**src/core/lanc_pkg.sv**
```systemverilog
package lanc_pkg;
    // Register indices on the management bus
    localparam logic [4:0] REG_BCTL = 5'h00;
    localparam logic [4:0] REG_BSTAT = 5'h01;
    localparam logic [4:0] REG_ADV = 5'h04;
    localparam logic [4:0] REG_LPA = 5'h05;
    localparam logic [4:0] REG_EXP = 5'h06;
    localparam logic [4:0] REG_NPTX = 5'h07;

    // Field positions
    localparam int BC_RESET = 15;
    localparam int BC_AN_EN = 12;
    localparam int BC_RESTART = 9;
    localparam int BS_AN_DONE = 5;
    localparam int BS_AN_ABLE = 3;
    localparam int BS_LINK = 2;
    localparam int AB_NP = 15;
    localparam int AB_ASYM = 11;
    localparam int AB_PAUSE = 10;
    localparam int AB_100FD = 8;
    localparam int AB_100HD = 7;
    localparam int AB_10FD = 6;
    localparam int AB_10HD = 5;
    localparam int SEL_MSB = 4;
    localparam int EX_LP_AN = 0;
    localparam int EX_PAGE_RX = 1;
    localparam int EX_PD_FAULT = 4;

    // Reset and fixed values
    localparam logic [15:0] BCTL_RST = 16'h1140;
    localparam logic [15:0] ADV_RST = 16'h01E1;
    localparam logic [15:0] NPTX_RST = 16'h2001;
    localparam logic [15:0] ZERO16 = 16'h0000;
    localparam logic [SEL_MSB:0] SEL_8023 = 5'h01;

    // Timing
    localparam int unsigned CLK_HZ = 50000000;
    localparam int unsigned BREAK_LINK_MS = 1200;
    localparam int unsigned BREAK_LINK_CYC_DEF = BREAK_LINK_MS * (CLK_HZ / 1000);
    localparam int TMR_W = 26;

    // Management frame fields
    localparam logic [1:0] MD_OP_RD = 2'h2;
    localparam logic [1:0] MD_OP_WR = 2'h1;
    localparam logic [4:0] MD_HDR_LAST = 5'h0C;
    localparam logic [4:0] MD_WR_LAST = 5'h11;
    localparam logic [4:0] MD_RD_BITS = 5'h10;

    typedef enum logic [2:0] {
        MS_IDLE = 3'h0,
        MS_HDR = 3'h1,
        MS_RTA = 3'h3,
        MS_RDAT = 3'h2,
        MS_WDAT = 3'h5,
        MS_SKIP = 3'h4
    } lanc_mdio_e;

    typedef enum logic [2:0] {
        AN_BREAK = 3'h0,
        AN_ABILITY = 3'h1,
        AN_NPAGE = 3'h3,
        AN_DONE = 3'h2,
        AN_OFF = 3'h6
    } lanc_state_e;

    typedef enum logic [1:0] {
        SPD_10 = 2'h0,
        SPD_100 = 2'h1,
        SPD_1000 = 2'h2
    } lanc_speed_e;

    // Decoded link partner side
    typedef struct packed {
        logic rx_valid;
        logic [15:0] rx_word;
        logic gig_fd;
        logic gig_hd;
        logic multiport;
        logic pd_10;
        logic pd_100;
        logic link_good;
    } lanc_link_in_s;

    // Resolved operating mode
    typedef struct packed {
        logic valid;
        lanc_speed_e speed;
        logic full_dup;
        logic leader;
        logic fc_allowed;
    } lanc_result_s;
endpackage

```
**src/core/lanc_mdio.sv**
```systemverilog
`timescale 1ns/10ps
module lanc_mdio
    import lanc_pkg::*;
(
    input wire logic core_clk,
    input wire logic resetn,
    input wire logic mdc,
    input wire logic mdio_in,
    input wire logic [3:0] phy_addr,
    input wire logic [15:0] rd_data,
    output logic mdio_out,
    output logic mdio_oe,
    output logic [4:0] reg_addr,
    output logic rd_stb,
    output logic wr_stb,
    output logic [15:0] wr_data
);
    lanc_mdio_e st_ff, nxt_st;
    logic mdc_ff, out_ff, nxt_out, oe_ff, nxt_oe, rd_ff, nxt_rd, wr_ff, nxt_wr;
    logic [4:0] cnt_ff, nxt_cnt, addr_ff, nxt_addr;
    logic [15:0] sh_ff, nxt_sh, wd_ff, nxt_wd;
    logic rise;

    assign rise = mdc & ~mdc_ff;

    // Frame engine stepped on each rising management clock edge
    always_comb
    begin
        nxt_st = st_ff;
        nxt_cnt = cnt_ff;
        nxt_sh = sh_ff;
        nxt_out = out_ff;
        nxt_oe = oe_ff;
        nxt_addr = addr_ff;
        nxt_wd = wd_ff;
        nxt_rd = 1'b0;
        nxt_wr = 1'b0;
        if (rise)
        begin
            unique case (st_ff)
                MS_IDLE:
                begin
                    nxt_cnt = '0;
                    if (!mdio_in)
                        nxt_st = MS_HDR;
                end
                MS_HDR:
                begin
                    nxt_sh = {sh_ff[14:0], mdio_in};
                    nxt_cnt = cnt_ff + 1'b1;
                    if (cnt_ff == MD_HDR_LAST)
                    begin
                        nxt_cnt = '0;
                        nxt_addr = {sh_ff[3:0], mdio_in};
                        nxt_st = MS_SKIP;
                        // Start bit, then own address with top bit clear
                        if (sh_ff[11] && sh_ff[8:4] == {1'b0, phy_addr})
                        begin
                            if (sh_ff[10:9] == MD_OP_RD)
                                nxt_st = MS_RTA;
                            else if (sh_ff[10:9] == MD_OP_WR)
                                nxt_st = MS_WDAT;
                        end
                    end
                end
                MS_RTA:
                begin
                    nxt_oe = 1'b1;
                    nxt_out = 1'b0;
                    nxt_sh = rd_data;
                    // Strobe after capture; clear-on-read drops a page or fault flag set in the capture cycle
                    nxt_rd = 1'b1;
                    nxt_cnt = '0;
                    nxt_st = MS_RDAT;
                end
                MS_RDAT:
                begin
                    if (cnt_ff == MD_RD_BITS)
                    begin
                        nxt_oe = 1'b0;
                        nxt_out = 1'b0;
                        nxt_st = MS_IDLE;
                    end
                    else
                    begin
                        nxt_out = sh_ff[15];
                        nxt_sh = {sh_ff[14:0], 1'b0};
                        nxt_cnt = cnt_ff + 1'b1;
                    end
                end
                MS_WDAT, MS_SKIP:
                begin
                    nxt_sh = {sh_ff[14:0], mdio_in};
                    nxt_cnt = cnt_ff + 1'b1;
                    if (cnt_ff == MD_WR_LAST)
                    begin
                        nxt_st = MS_IDLE;
                        nxt_wr = (st_ff == MS_WDAT);
                        nxt_wd = {sh_ff[14:0], mdio_in};
                    end
                end
                default:
                    nxt_st = MS_IDLE;
            endcase
        end
    end

    always_ff @(posedge core_clk)
    begin
        if (!resetn)
        begin
            st_ff <= MS_IDLE;
            mdc_ff <= 1'b0;
            cnt_ff <= '0;
            sh_ff <= '0;
            out_ff <= 1'b0;
            oe_ff <= 1'b0;
            addr_ff <= '0;
            wd_ff <= '0;
            rd_ff <= 1'b0;
            wr_ff <= 1'b0;
        end
        else
        begin
            st_ff <= nxt_st;
            mdc_ff <= mdc;
            cnt_ff <= nxt_cnt;
            sh_ff <= nxt_sh;
            out_ff <= nxt_out;
            oe_ff <= nxt_oe;
            addr_ff <= nxt_addr;
            wd_ff <= nxt_wd;
            rd_ff <= nxt_rd;
            wr_ff <= nxt_wr;
        end
    end

    assign mdio_out = out_ff;
    assign mdio_oe = oe_ff;
    assign reg_addr = addr_ff;
    assign rd_stb = rd_ff;
    assign wr_stb = wr_ff;
    assign wr_data = wd_ff;
endmodule // lanc_mdio

```
**src/core/lanc_timer.sv**
```systemverilog
`timescale 1ns/10ps
module lanc_timer #(
    parameter int W = 26
) (
    input wire logic core_clk,
    input wire logic resetn,
    input wire logic start,
    input wire logic [W-1:0] load,
    output logic done
);
    logic [W-1:0] count_ff;
    logic [W-1:0] nxt_count;
    logic done_ff;
    logic nxt_done;

    // Down counter, one-cycle pulse on expiry
    always_comb
    begin
        nxt_count = count_ff;
        nxt_done = 1'b0;
        if (start)
            nxt_count = load;
        else if (count_ff != '0)
        begin
            nxt_count = count_ff - 1'b1;
            nxt_done = (count_ff == W'(1));
        end
    end

    always_ff @(posedge core_clk)
    begin
        if (!resetn)
        begin
            count_ff <= '0;
            done_ff <= 1'b0;
        end
        else
        begin
            count_ff <= nxt_count;
            done_ff <= nxt_done;
        end
    end

    assign done = done_ff;
endmodule // lanc_timer

```
**src/core/lanc_top.sv**
```systemverilog
`timescale 1ns/10ps
module lanc_top
    import lanc_pkg::*;
#(
    parameter int unsigned BREAK_LINK_CYC = lanc_pkg::BREAK_LINK_CYC_DEF
) (
    input wire logic core_clk,
    input wire logic resetn,
    input wire logic mdc,
    input wire logic mdio_in,
    output logic mdio_out,
    output logic mdio_oe,
    input wire logic [3:0] phy_addr,
    input wire logic an_strap_dis,
    input wire logic local_gig_fd,
    input wire logic local_gig_hd,
    input wire logic local_multiport,
    input wire logic tie_leader,
    input wire lanc_pkg::lanc_link_in_s link_in,
    output logic flp_tx_en,
    output logic [15:0] flp_tx_word,
    output logic tx_halt,
    output lanc_pkg::lanc_result_s result
);
    import lanc_pkg::*;

    lanc_state_e st_ff, nxt_st;
    lanc_result_s res_ff, nxt_res;
    logic [15:0] bctl_ff, nxt_bctl, adv_ff, nxt_adv, lpa_ff, nxt_lpa, nptx_ff, nxt_nptx;
    logic lp_an_ff, nxt_lp_an, page_rx_ff, nxt_page_rx, pd_fault_ff, nxt_pd_fault;
    logic done_ff, nxt_done, pd_mode_ff, nxt_pd_mode, strap_ff, nxt_strap;
    logic flp_en_ff, nxt_flp_en, halt_ff, nxt_halt, tmr_start_ff, nxt_tmr_start;
    logic [15:0] tx_word_ff, nxt_tx_word, rd_data, wr_data;
    logic [4:0] reg_addr;
    logic rd_stb, wr_stb, tmr_done;

    // Serial management port, direct access to registers 0-31
    lanc_mdio u_mdio (
        .core_clk(core_clk),
        .resetn(resetn),
        .mdc(mdc),
        .mdio_in(mdio_in),
        .phy_addr(phy_addr),
        .rd_data(rd_data),
        .mdio_out(mdio_out),
        .mdio_oe(mdio_oe),
        .reg_addr(reg_addr),
        .rd_stb(rd_stb),
        .wr_stb(wr_stb),
        .wr_data(wr_data)
    );

    // Break-link timer
    lanc_timer #(.W(TMR_W)) u_break (
        .core_clk(core_clk),
        .resetn(resetn),
        .start(tmr_start_ff),
        .load(BREAK_LINK_CYC[TMR_W-1:0]),
        .done(tmr_done)
    );

    // Register read mux
    always_comb
    begin
        rd_data = ZERO16;
        unique case (reg_addr)
            REG_BCTL: rd_data = bctl_ff;
            REG_BSTAT:
            begin
                rd_data[BS_AN_DONE] = done_ff;
                rd_data[BS_AN_ABLE] = 1'b1;
                rd_data[BS_LINK] = link_in.link_good;
            end
            REG_ADV: rd_data = adv_ff;
            REG_LPA: rd_data = lpa_ff;
            REG_EXP:
            begin
                rd_data[EX_LP_AN] = lp_an_ff;
                rd_data[EX_PAGE_RX] = page_rx_ff;
                rd_data[EX_PD_FAULT] = pd_fault_ff;
            end
            REG_NPTX: rd_data = nptx_ff;
            default: rd_data = ZERO16;
        endcase
    end

    // Register writes, negotiation sequence and resolution
    always_comb
    begin
        logic [15:0] com;
        logic restart, go_off, en_rise;
        com = adv_ff & lpa_ff;
        restart = 1'b0;
        go_off = 1'b0;
        en_rise = 1'b0;
        nxt_st = st_ff;
        nxt_res = res_ff;
        nxt_bctl = bctl_ff;
        nxt_adv = adv_ff;
        nxt_lpa = lpa_ff;
        nxt_nptx = nptx_ff;
        nxt_lp_an = lp_an_ff;
        nxt_page_rx = page_rx_ff;
        nxt_pd_fault = pd_fault_ff;
        nxt_done = done_ff;
        nxt_pd_mode = pd_mode_ff;
        nxt_strap = strap_ff;
        nxt_flp_en = flp_en_ff;
        nxt_halt = halt_ff;
        nxt_tmr_start = 1'b0;
        nxt_tx_word = tx_word_ff;

        // Clear-on-read of page received; a new page wins below
        if (rd_stb && reg_addr == REG_EXP)
        begin
            nxt_page_rx = 1'b0;
            nxt_pd_fault = 1'b0;
        end

        if (wr_stb)
        begin
            unique case (reg_addr)
                REG_BCTL:
                begin
                    nxt_bctl = wr_data;
                    nxt_bctl[BC_RESTART] = 1'b0;
                    nxt_bctl[BC_RESET] = 1'b0;
                    if (strap_ff)
                        nxt_bctl[BC_AN_EN] = 1'b0;
                    en_rise = nxt_bctl[BC_AN_EN] & ~bctl_ff[BC_AN_EN];
                    go_off = ~nxt_bctl[BC_AN_EN];
                    restart = en_rise | (wr_data[BC_RESTART] & nxt_bctl[BC_AN_EN]);
                    if (wr_data[BC_RESET])
                    begin
                        nxt_bctl = BCTL_RST;
                        nxt_bctl[BC_AN_EN] = ~strap_ff;
                        nxt_adv = ADV_RST;
                        nxt_nptx = NPTX_RST;
                        go_off = strap_ff;
                        restart = ~strap_ff;
                    end
                end
                REG_ADV: nxt_adv = wr_data;
                REG_NPTX: nxt_nptx = wr_data;
                default: ;
            endcase
        end

        unique case (st_ff)
            AN_BREAK:
            begin
                // Silence until the break-link timer runs out
                nxt_halt = 1'b1;
                nxt_flp_en = 1'b0;
                if (tmr_done)
                begin
                    nxt_st = AN_ABILITY;
                    nxt_halt = 1'b0;
                    nxt_flp_en = 1'b1;
                    nxt_tx_word = adv_ff;
                end
            end
            AN_ABILITY:
            begin
                nxt_flp_en = 1'b1;
                nxt_tx_word = adv_ff;
                if (link_in.rx_valid)
                begin
                    nxt_lpa = link_in.rx_word;
                    nxt_lp_an = 1'b1;
                    nxt_page_rx = 1'b1;
                    nxt_pd_mode = 1'b0;
                    if (adv_ff[AB_NP] && link_in.rx_word[AB_NP])
                    begin
                        nxt_st = AN_NPAGE;
                        nxt_tx_word = nptx_ff;
                    end
                    else
                        nxt_st = AN_DONE;
                end
                else if (link_in.pd_10 && link_in.pd_100)
                    nxt_pd_fault = 1'b1;
                else if (link_in.pd_10 || link_in.pd_100)
                begin
                    // Partner sends link signals but no bursts
                    nxt_lpa = ZERO16;
                    nxt_lpa[AB_100HD] = link_in.pd_100;
                    nxt_lpa[AB_10HD] = link_in.pd_10;
                    nxt_lpa[SEL_MSB:0] = SEL_8023;
                    nxt_lp_an = 1'b0;
                    nxt_pd_mode = 1'b1;
                    nxt_st = AN_DONE;
                end
            end
            AN_NPAGE:
            begin
                nxt_tx_word = nptx_ff;
                if (link_in.rx_valid)
                begin
                    nxt_page_rx = 1'b1;
                    if (!nptx_ff[AB_NP] && !link_in.rx_word[AB_NP])
                        nxt_st = AN_DONE;
                end
            end
            AN_DONE:
            begin
                nxt_flp_en = 1'b0;
                if (!link_in.link_good && done_ff)
                begin
                    nxt_st = AN_ABILITY;
                    nxt_done = 1'b0;
                    nxt_res.valid = 1'b0;
                    nxt_flp_en = 1'b1;
                    if (pd_mode_ff)
                        nxt_pd_fault = 1'b1;
                end
                else if (!done_ff)
                begin
                    nxt_done = 1'b1;
                    // Priority: 1000FD, 1000HD, 100FD, 100HD, 10FD, 10HD
                    nxt_res.valid = 1'b1;
                    nxt_res.leader = 1'b0;
                    nxt_res.full_dup = 1'b0;
                    nxt_res.speed = SPD_10;
                    if (pd_mode_ff)
                        nxt_res.speed = lpa_ff[AB_100HD] ? SPD_100 : SPD_10;
                    else if (local_gig_fd && link_in.gig_fd)
                    begin
                        nxt_res.speed = SPD_1000;
                        nxt_res.full_dup = 1'b1;
                    end
                    else if (local_gig_hd && link_in.gig_hd)
                        nxt_res.speed = SPD_1000;
                    else if (com[AB_100FD])
                    begin
                        nxt_res.speed = SPD_100;
                        nxt_res.full_dup = 1'b1;
                    end
                    else if (com[AB_100HD])
                        nxt_res.speed = SPD_100;
                    else if (com[AB_10FD])
                        nxt_res.full_dup = 1'b1;
                    // Leader only at 1000; multiport beats single node
                    if (nxt_res.speed == SPD_1000 && !pd_mode_ff)
                    begin
                        if (local_multiport != link_in.multiport)
                            nxt_res.leader = local_multiport;
                        else
                            nxt_res.leader = tie_leader;
                    end
                    // Pause bits only reported; MAC picks the mode
                    nxt_res.fc_allowed = nxt_res.full_dup;
                end
            end
            AN_OFF:
            begin
                nxt_flp_en = 1'b0;
                nxt_halt = 1'b0;
            end
            default: nxt_st = AN_OFF;
        endcase

        if (go_off)
        begin
            nxt_st = AN_OFF;
            nxt_flp_en = 1'b0;
            nxt_halt = 1'b0;
            nxt_done = 1'b0;
            nxt_res.valid = 1'b0;
        end
        else if (restart)
        begin
            nxt_st = AN_BREAK;
            nxt_tmr_start = 1'b1;
            nxt_halt = 1'b1;
            nxt_flp_en = 1'b0;
            nxt_done = 1'b0;
            nxt_lp_an = 1'b0;
            nxt_res.valid = 1'b0;
        end
    end

    // State registers; strap caught while reset is held
    always_ff @(posedge core_clk)
    begin
        if (!resetn)
        begin
            st_ff <= AN_BREAK;
            res_ff <= '0;
            bctl_ff <= BCTL_RST;
            adv_ff <= ADV_RST;
            lpa_ff <= ZERO16;
            nptx_ff <= NPTX_RST;
            lp_an_ff <= 1'b0;
            page_rx_ff <= 1'b0;
            pd_fault_ff <= 1'b0;
            done_ff <= 1'b0;
            pd_mode_ff <= 1'b0;
            strap_ff <= an_strap_dis;
            flp_en_ff <= 1'b0;
            halt_ff <= 1'b1;
            tmr_start_ff <= 1'b1;
            tx_word_ff <= ZERO16;
        end
        else
        begin
            st_ff <= (strap_ff && st_ff == AN_BREAK && !bctl_ff[BC_AN_EN]) ? AN_OFF : nxt_st;
            res_ff <= nxt_res;
            bctl_ff <= strap_ff ? (nxt_bctl & ~(16'h0001 << BC_AN_EN)) : nxt_bctl;
            adv_ff <= nxt_adv;
            lpa_ff <= nxt_lpa;
            nptx_ff <= nxt_nptx;
            lp_an_ff <= nxt_lp_an;
            page_rx_ff <= nxt_page_rx;
            pd_fault_ff <= nxt_pd_fault;
            done_ff <= nxt_done;
            pd_mode_ff <= nxt_pd_mode;
            strap_ff <= nxt_strap;
            flp_en_ff <= nxt_flp_en;
            halt_ff <= nxt_halt;
            tmr_start_ff <= nxt_tmr_start;
            tx_word_ff <= nxt_tx_word;
        end
    end

    assign flp_tx_en = flp_en_ff;
    assign flp_tx_word = tx_word_ff;
    assign tx_halt = halt_ff;
    assign result = res_ff;
endmodule // lanc_top

```
**config.mk**
```make
export PLATFORM = sky130hd
export DESIGN_NAME = lanc_top
export DESIGN_NICKNAME = d
export VERILOG_FILES = /design/src/core/lanc_pkg.sv /design/src/core/lanc_mdio.sv /design/src/core/lanc_timer.sv /design/src/core/lanc_top.sv
export SDC_FILE = /design/constraint.sdc
export NUM_CORES = 1
export LEC_CHECK = 0
export BUFFER_PORTS_ARGS = -buffer_cell sky130_fd_sc_hd__buf_2
export CORE_MARGIN = 2
export CORE_UTILIZATION = 54
export DETAILED_ROUTE_END_ITERATION = 10
export GPL_TIMING_DRIVEN = 0
export PLACE_DENSITY = 0.76
export SYNTH_ARGS = -nofsm -noshare
export SYNTH_HDL_FRONTEND = slang
export SYNTH_SLANG_ARGS = --single-unit
```
**constraint.sdc**
```tcl
create_clock -name core_clk -period 1.9 [get_ports core_clk]
set_input_delay 0 -clock core_clk [delete_from_list [all_inputs] [get_ports core_clk]]
set_output_delay 0 -clock core_clk [all_outputs]
set_load 0.05 [all_outputs]
```
==> out/metrics.yaml <==
cells_and_area:
  postLayoutCoreUtil_pct: 71.5
  area_growth_pct: 28.6
  drive_above_1_share_pct: 24.4
  diodes: 0
  final_nets: 1096
floorplanning:
  core_area_um2: 14000
  num_rows: 43
  die_height_um: 124
  start_util_pct: 55.6
  num_io_pins: 62
  die_area_um2: 15400
  die_width_um: 124
synthesis:
  syn_avg_cell_area_um2: 8.51
  ys_types: 72
  synth_edf_count: 1
  yosys-top-cells-count: "171 x dfxtp_1, 138 x nor2_1, 74 x nand2_1, 61 x a21oi_1, 53 x a22oi_1"
  syn_nets: 957
  synth_top_area_cell: "dfxtp_1"
  syn_area_um2: 7780
  ys_async_sr_fraction_pct: 0
  synth_most_common_cell: "dfxtp_1"
  yosys_register_bits: 172
  synthTopCellsByArea: "dfxtp_1 44%, nor2_1 6.7%, a22oi_1 5.1%, a21oi_1 3.9%, mux2i_1 3.6%"
  synth_warnings: 0
  synth_flop_cell: "dfxtp_1"
  yosys.area.top_type_share_pct: 44.0
  seq_area_frac_synth_pct: 44.4
  synthCells: 914
sta:
  final.setup.worst_slack_ns: -0.274
  worstMarginPinSlew_ns: 0.802
  final-max-slew-violation-count: 0
  fmax_ghz: 0.460
  finalClockSkew_ns: 0.0116
  slew-limit-headroom_pct: 46.5
  rsz0062_at_grt: "true"
  finalHoldViolCount: 0
  fin_crit_sh_pct: 114
  setup_violations: 28
  fin_crit_ns: 2.17
critical_path:
  critical-path-slowest-cell: "or4_4"
  critical_path_class: "flop to flop"
  end_kind: "flop"
  start_kind: "flop"
  crit_chain: "or4_4 -> nor4_4 -> buf_6 -> buf_8 -> nand4_1 -> xor2_1 -> a21oi_1"
  critPathMaxFanout: 4
  cp.required_ns: 2.19
  path_buf_inv: 2
  r2r_slack_ns: -0.27
  crit_family: "simple AND/OR/NAND/NOR gates"
  cp_slowest_stage_delay_ns: 0.58
  arrival_ns: 2.46
min_path:
  hold_class: "input port to flop"
power_and_ir_drop:
  total_power_mw: 9.34
  combPwrFrac_pct: 21.5
  p_clk_share_pct: 34.9
  worst_ir_drop_vdd_v: 0.000901
  power_frac_seq_pct: 43.6
  power.leakage_nw: 3.92
  power_density_nw_per_um2: 935
  p_int_mw: 6.29
  switchingPower_mw: 3.05
  p_sw_share_pct: 32.6
cts:
  clk_pin_slew_ns: 0.07
  cts-buffers-inserted: 17
  h-tree-depth: 4
  root_buffer: "clkbuf_16"
  cts.sinks: 172
  clk_path_buf_depth: 2
  tritoncts: "built"
  insertion_delay_ns: 0.44
global_routing:
  grt_max_degree: 18
  grt_overflow: 0
  track_usage_pct: 32.0
  antenna_found_initial: 0
  grt_pass1_wl_um: 37300
  grt_pass1_vias: 7091
route:
  ant_nets: 0
  avgViaCountPerCell: 6.24
  wl_per_cell_um: 20.1
  num_vias: 7771
  routed_wl_um: 25000
  firstDrtPassIters: 6
  drc: 0
  drt_iter0_drc: 798
outcome:
  violations: "setup timing"
  status: "finished with violations"
place:
  place_hpwl_um: 16400
  gp_congestion: 0.959
  portBuffers: 61
job:
  cap_violations: 0
[layout by cell type (no fill, tap or decap), types with 10 or more instances in the layout]
master / count
a21oi_1: 52
nand2_1: 72
a21o_1: 15
buf_2: 66
buf_4: 36
nor3_1: 18
clkbuf_1: 22
o221ai_1: 13
a31oi_1: 14
nor2_1: 134
xnor2_1: 12
dfxtp_1: 155
nand3b_1: 11
buf_6: 10
xor2_1: 16
dfxtp_2: 12
a22oi_1: 51
nand3_1: 17
dlygate4sd3_1: 26
o21ai_0: 32
mux2i_1: 28
clkbuf_2: 11
clkbuf_16: 17
nand4_1: 10
[path summary, 6_finish.rpt]
kind,start,end,cells after the start
setup / recovery,u_break.count_ff[12],u_break.count_ff[23],7
hold / removal,link_in[5],result[3],4
setup reg to reg,u_break.count_ff[12],u_break.count_ff[23],7
hold reg to reg,bctl_ff[3],bctl_ff[3],2
[power groups by stage]
stage          clock (mW)  combinational, mW  sequential, mW
2_1_floorplan           0              0.909            4.41
3_3_place_gp            0               1.65            4.09
3_5_place_dp            0               1.67            4.09
4_1_cts              3.25               1.88            4.03
5_1_grt              3.43               2.16            4.09
6_report             3.26               2.01            4.07
[stage by stage]
stage	setup WS [ns]	cell area (µm²)	instances	TNS (ns)	hold slack, ns
global route	-0.363	10000	1246	-5.73	0.0423
floorplan	-0.00826	7790	914	-0.00826	0.0989
global placement	-0.587	8320	1155	-35.25	0.197
CTS	-0.116	9660	1233	-1.53	0.000697
detailed placement	-0.529	8320	1155	-38.21	0.191
finish	-0.274	10000	1246	-3.36	0.00421
[registers in the layout, summed over array words and instances (netlist names), 3 cells and up]
register / cells
u_mdio.sh_ff: 16
adv_ff: 16
u_break.count_ff: 26
result: 5
nptx_ff: 16
bctl_ff: 14
flp_tx_word: 16
u_mdio.st_ff: 3
u_mdio.reg_addr: 5
u_mdio.cnt_ff: 5
u_mdio.wr_data: 16
st_ff: 3
lpa_ff: 16
[timing repair]
action,4_1_cts,5_1_grt
hold buffers,26,0
setup buffers,24,19
resized for setup,103,78
endpoints found under the hold margin,26,0
endpoints found under the setup margin,151,131
pin swaps,28,36
gates cloned,3,0
[cell families after synthesis]
kind of cell             Yosys count  share of synthesized area [%]
XOR/XNOR                          30                           3.38
AO/OA/AOI/OAI                    246                           20.9
multiplexers                      30                           3.89
adder cells (fa/ha/maj)            7                           1.13
buffers and inverters             73                           3.73
AND/OR/NAND/NOR                  356                           22.5
flip-flops                       172                           44.4
[worst min-delay path, stage by stage]
cell and delay, ns:
buf_2 0.09, a22oi_1 0.10, nand4b_1 0.12, a311oi_1 0.08
[layer usage]
metal	share of wire [%]	track usage (%)	vias up
met2	46	52.6	421
met5	0	0	-
met3	8.6	8.10	60
met1	42	40.9	3677
li1	-	-	3613
met4	3.2	11.0	0
[layout make-up]
class / count / area [µm²]
clock inverters: 15 / 115
flip-flops and latches: 172 / 3480
well taps: 180 / 225
plain buffers: 51 / 278
repair buffers: 131 / 971
inverters: 11 / 41.3
clock buffers: 17 / 425
fillers: 1042 / 3990
multi-input cells: 669 / 4460
(Power assumes the default switching activity.)
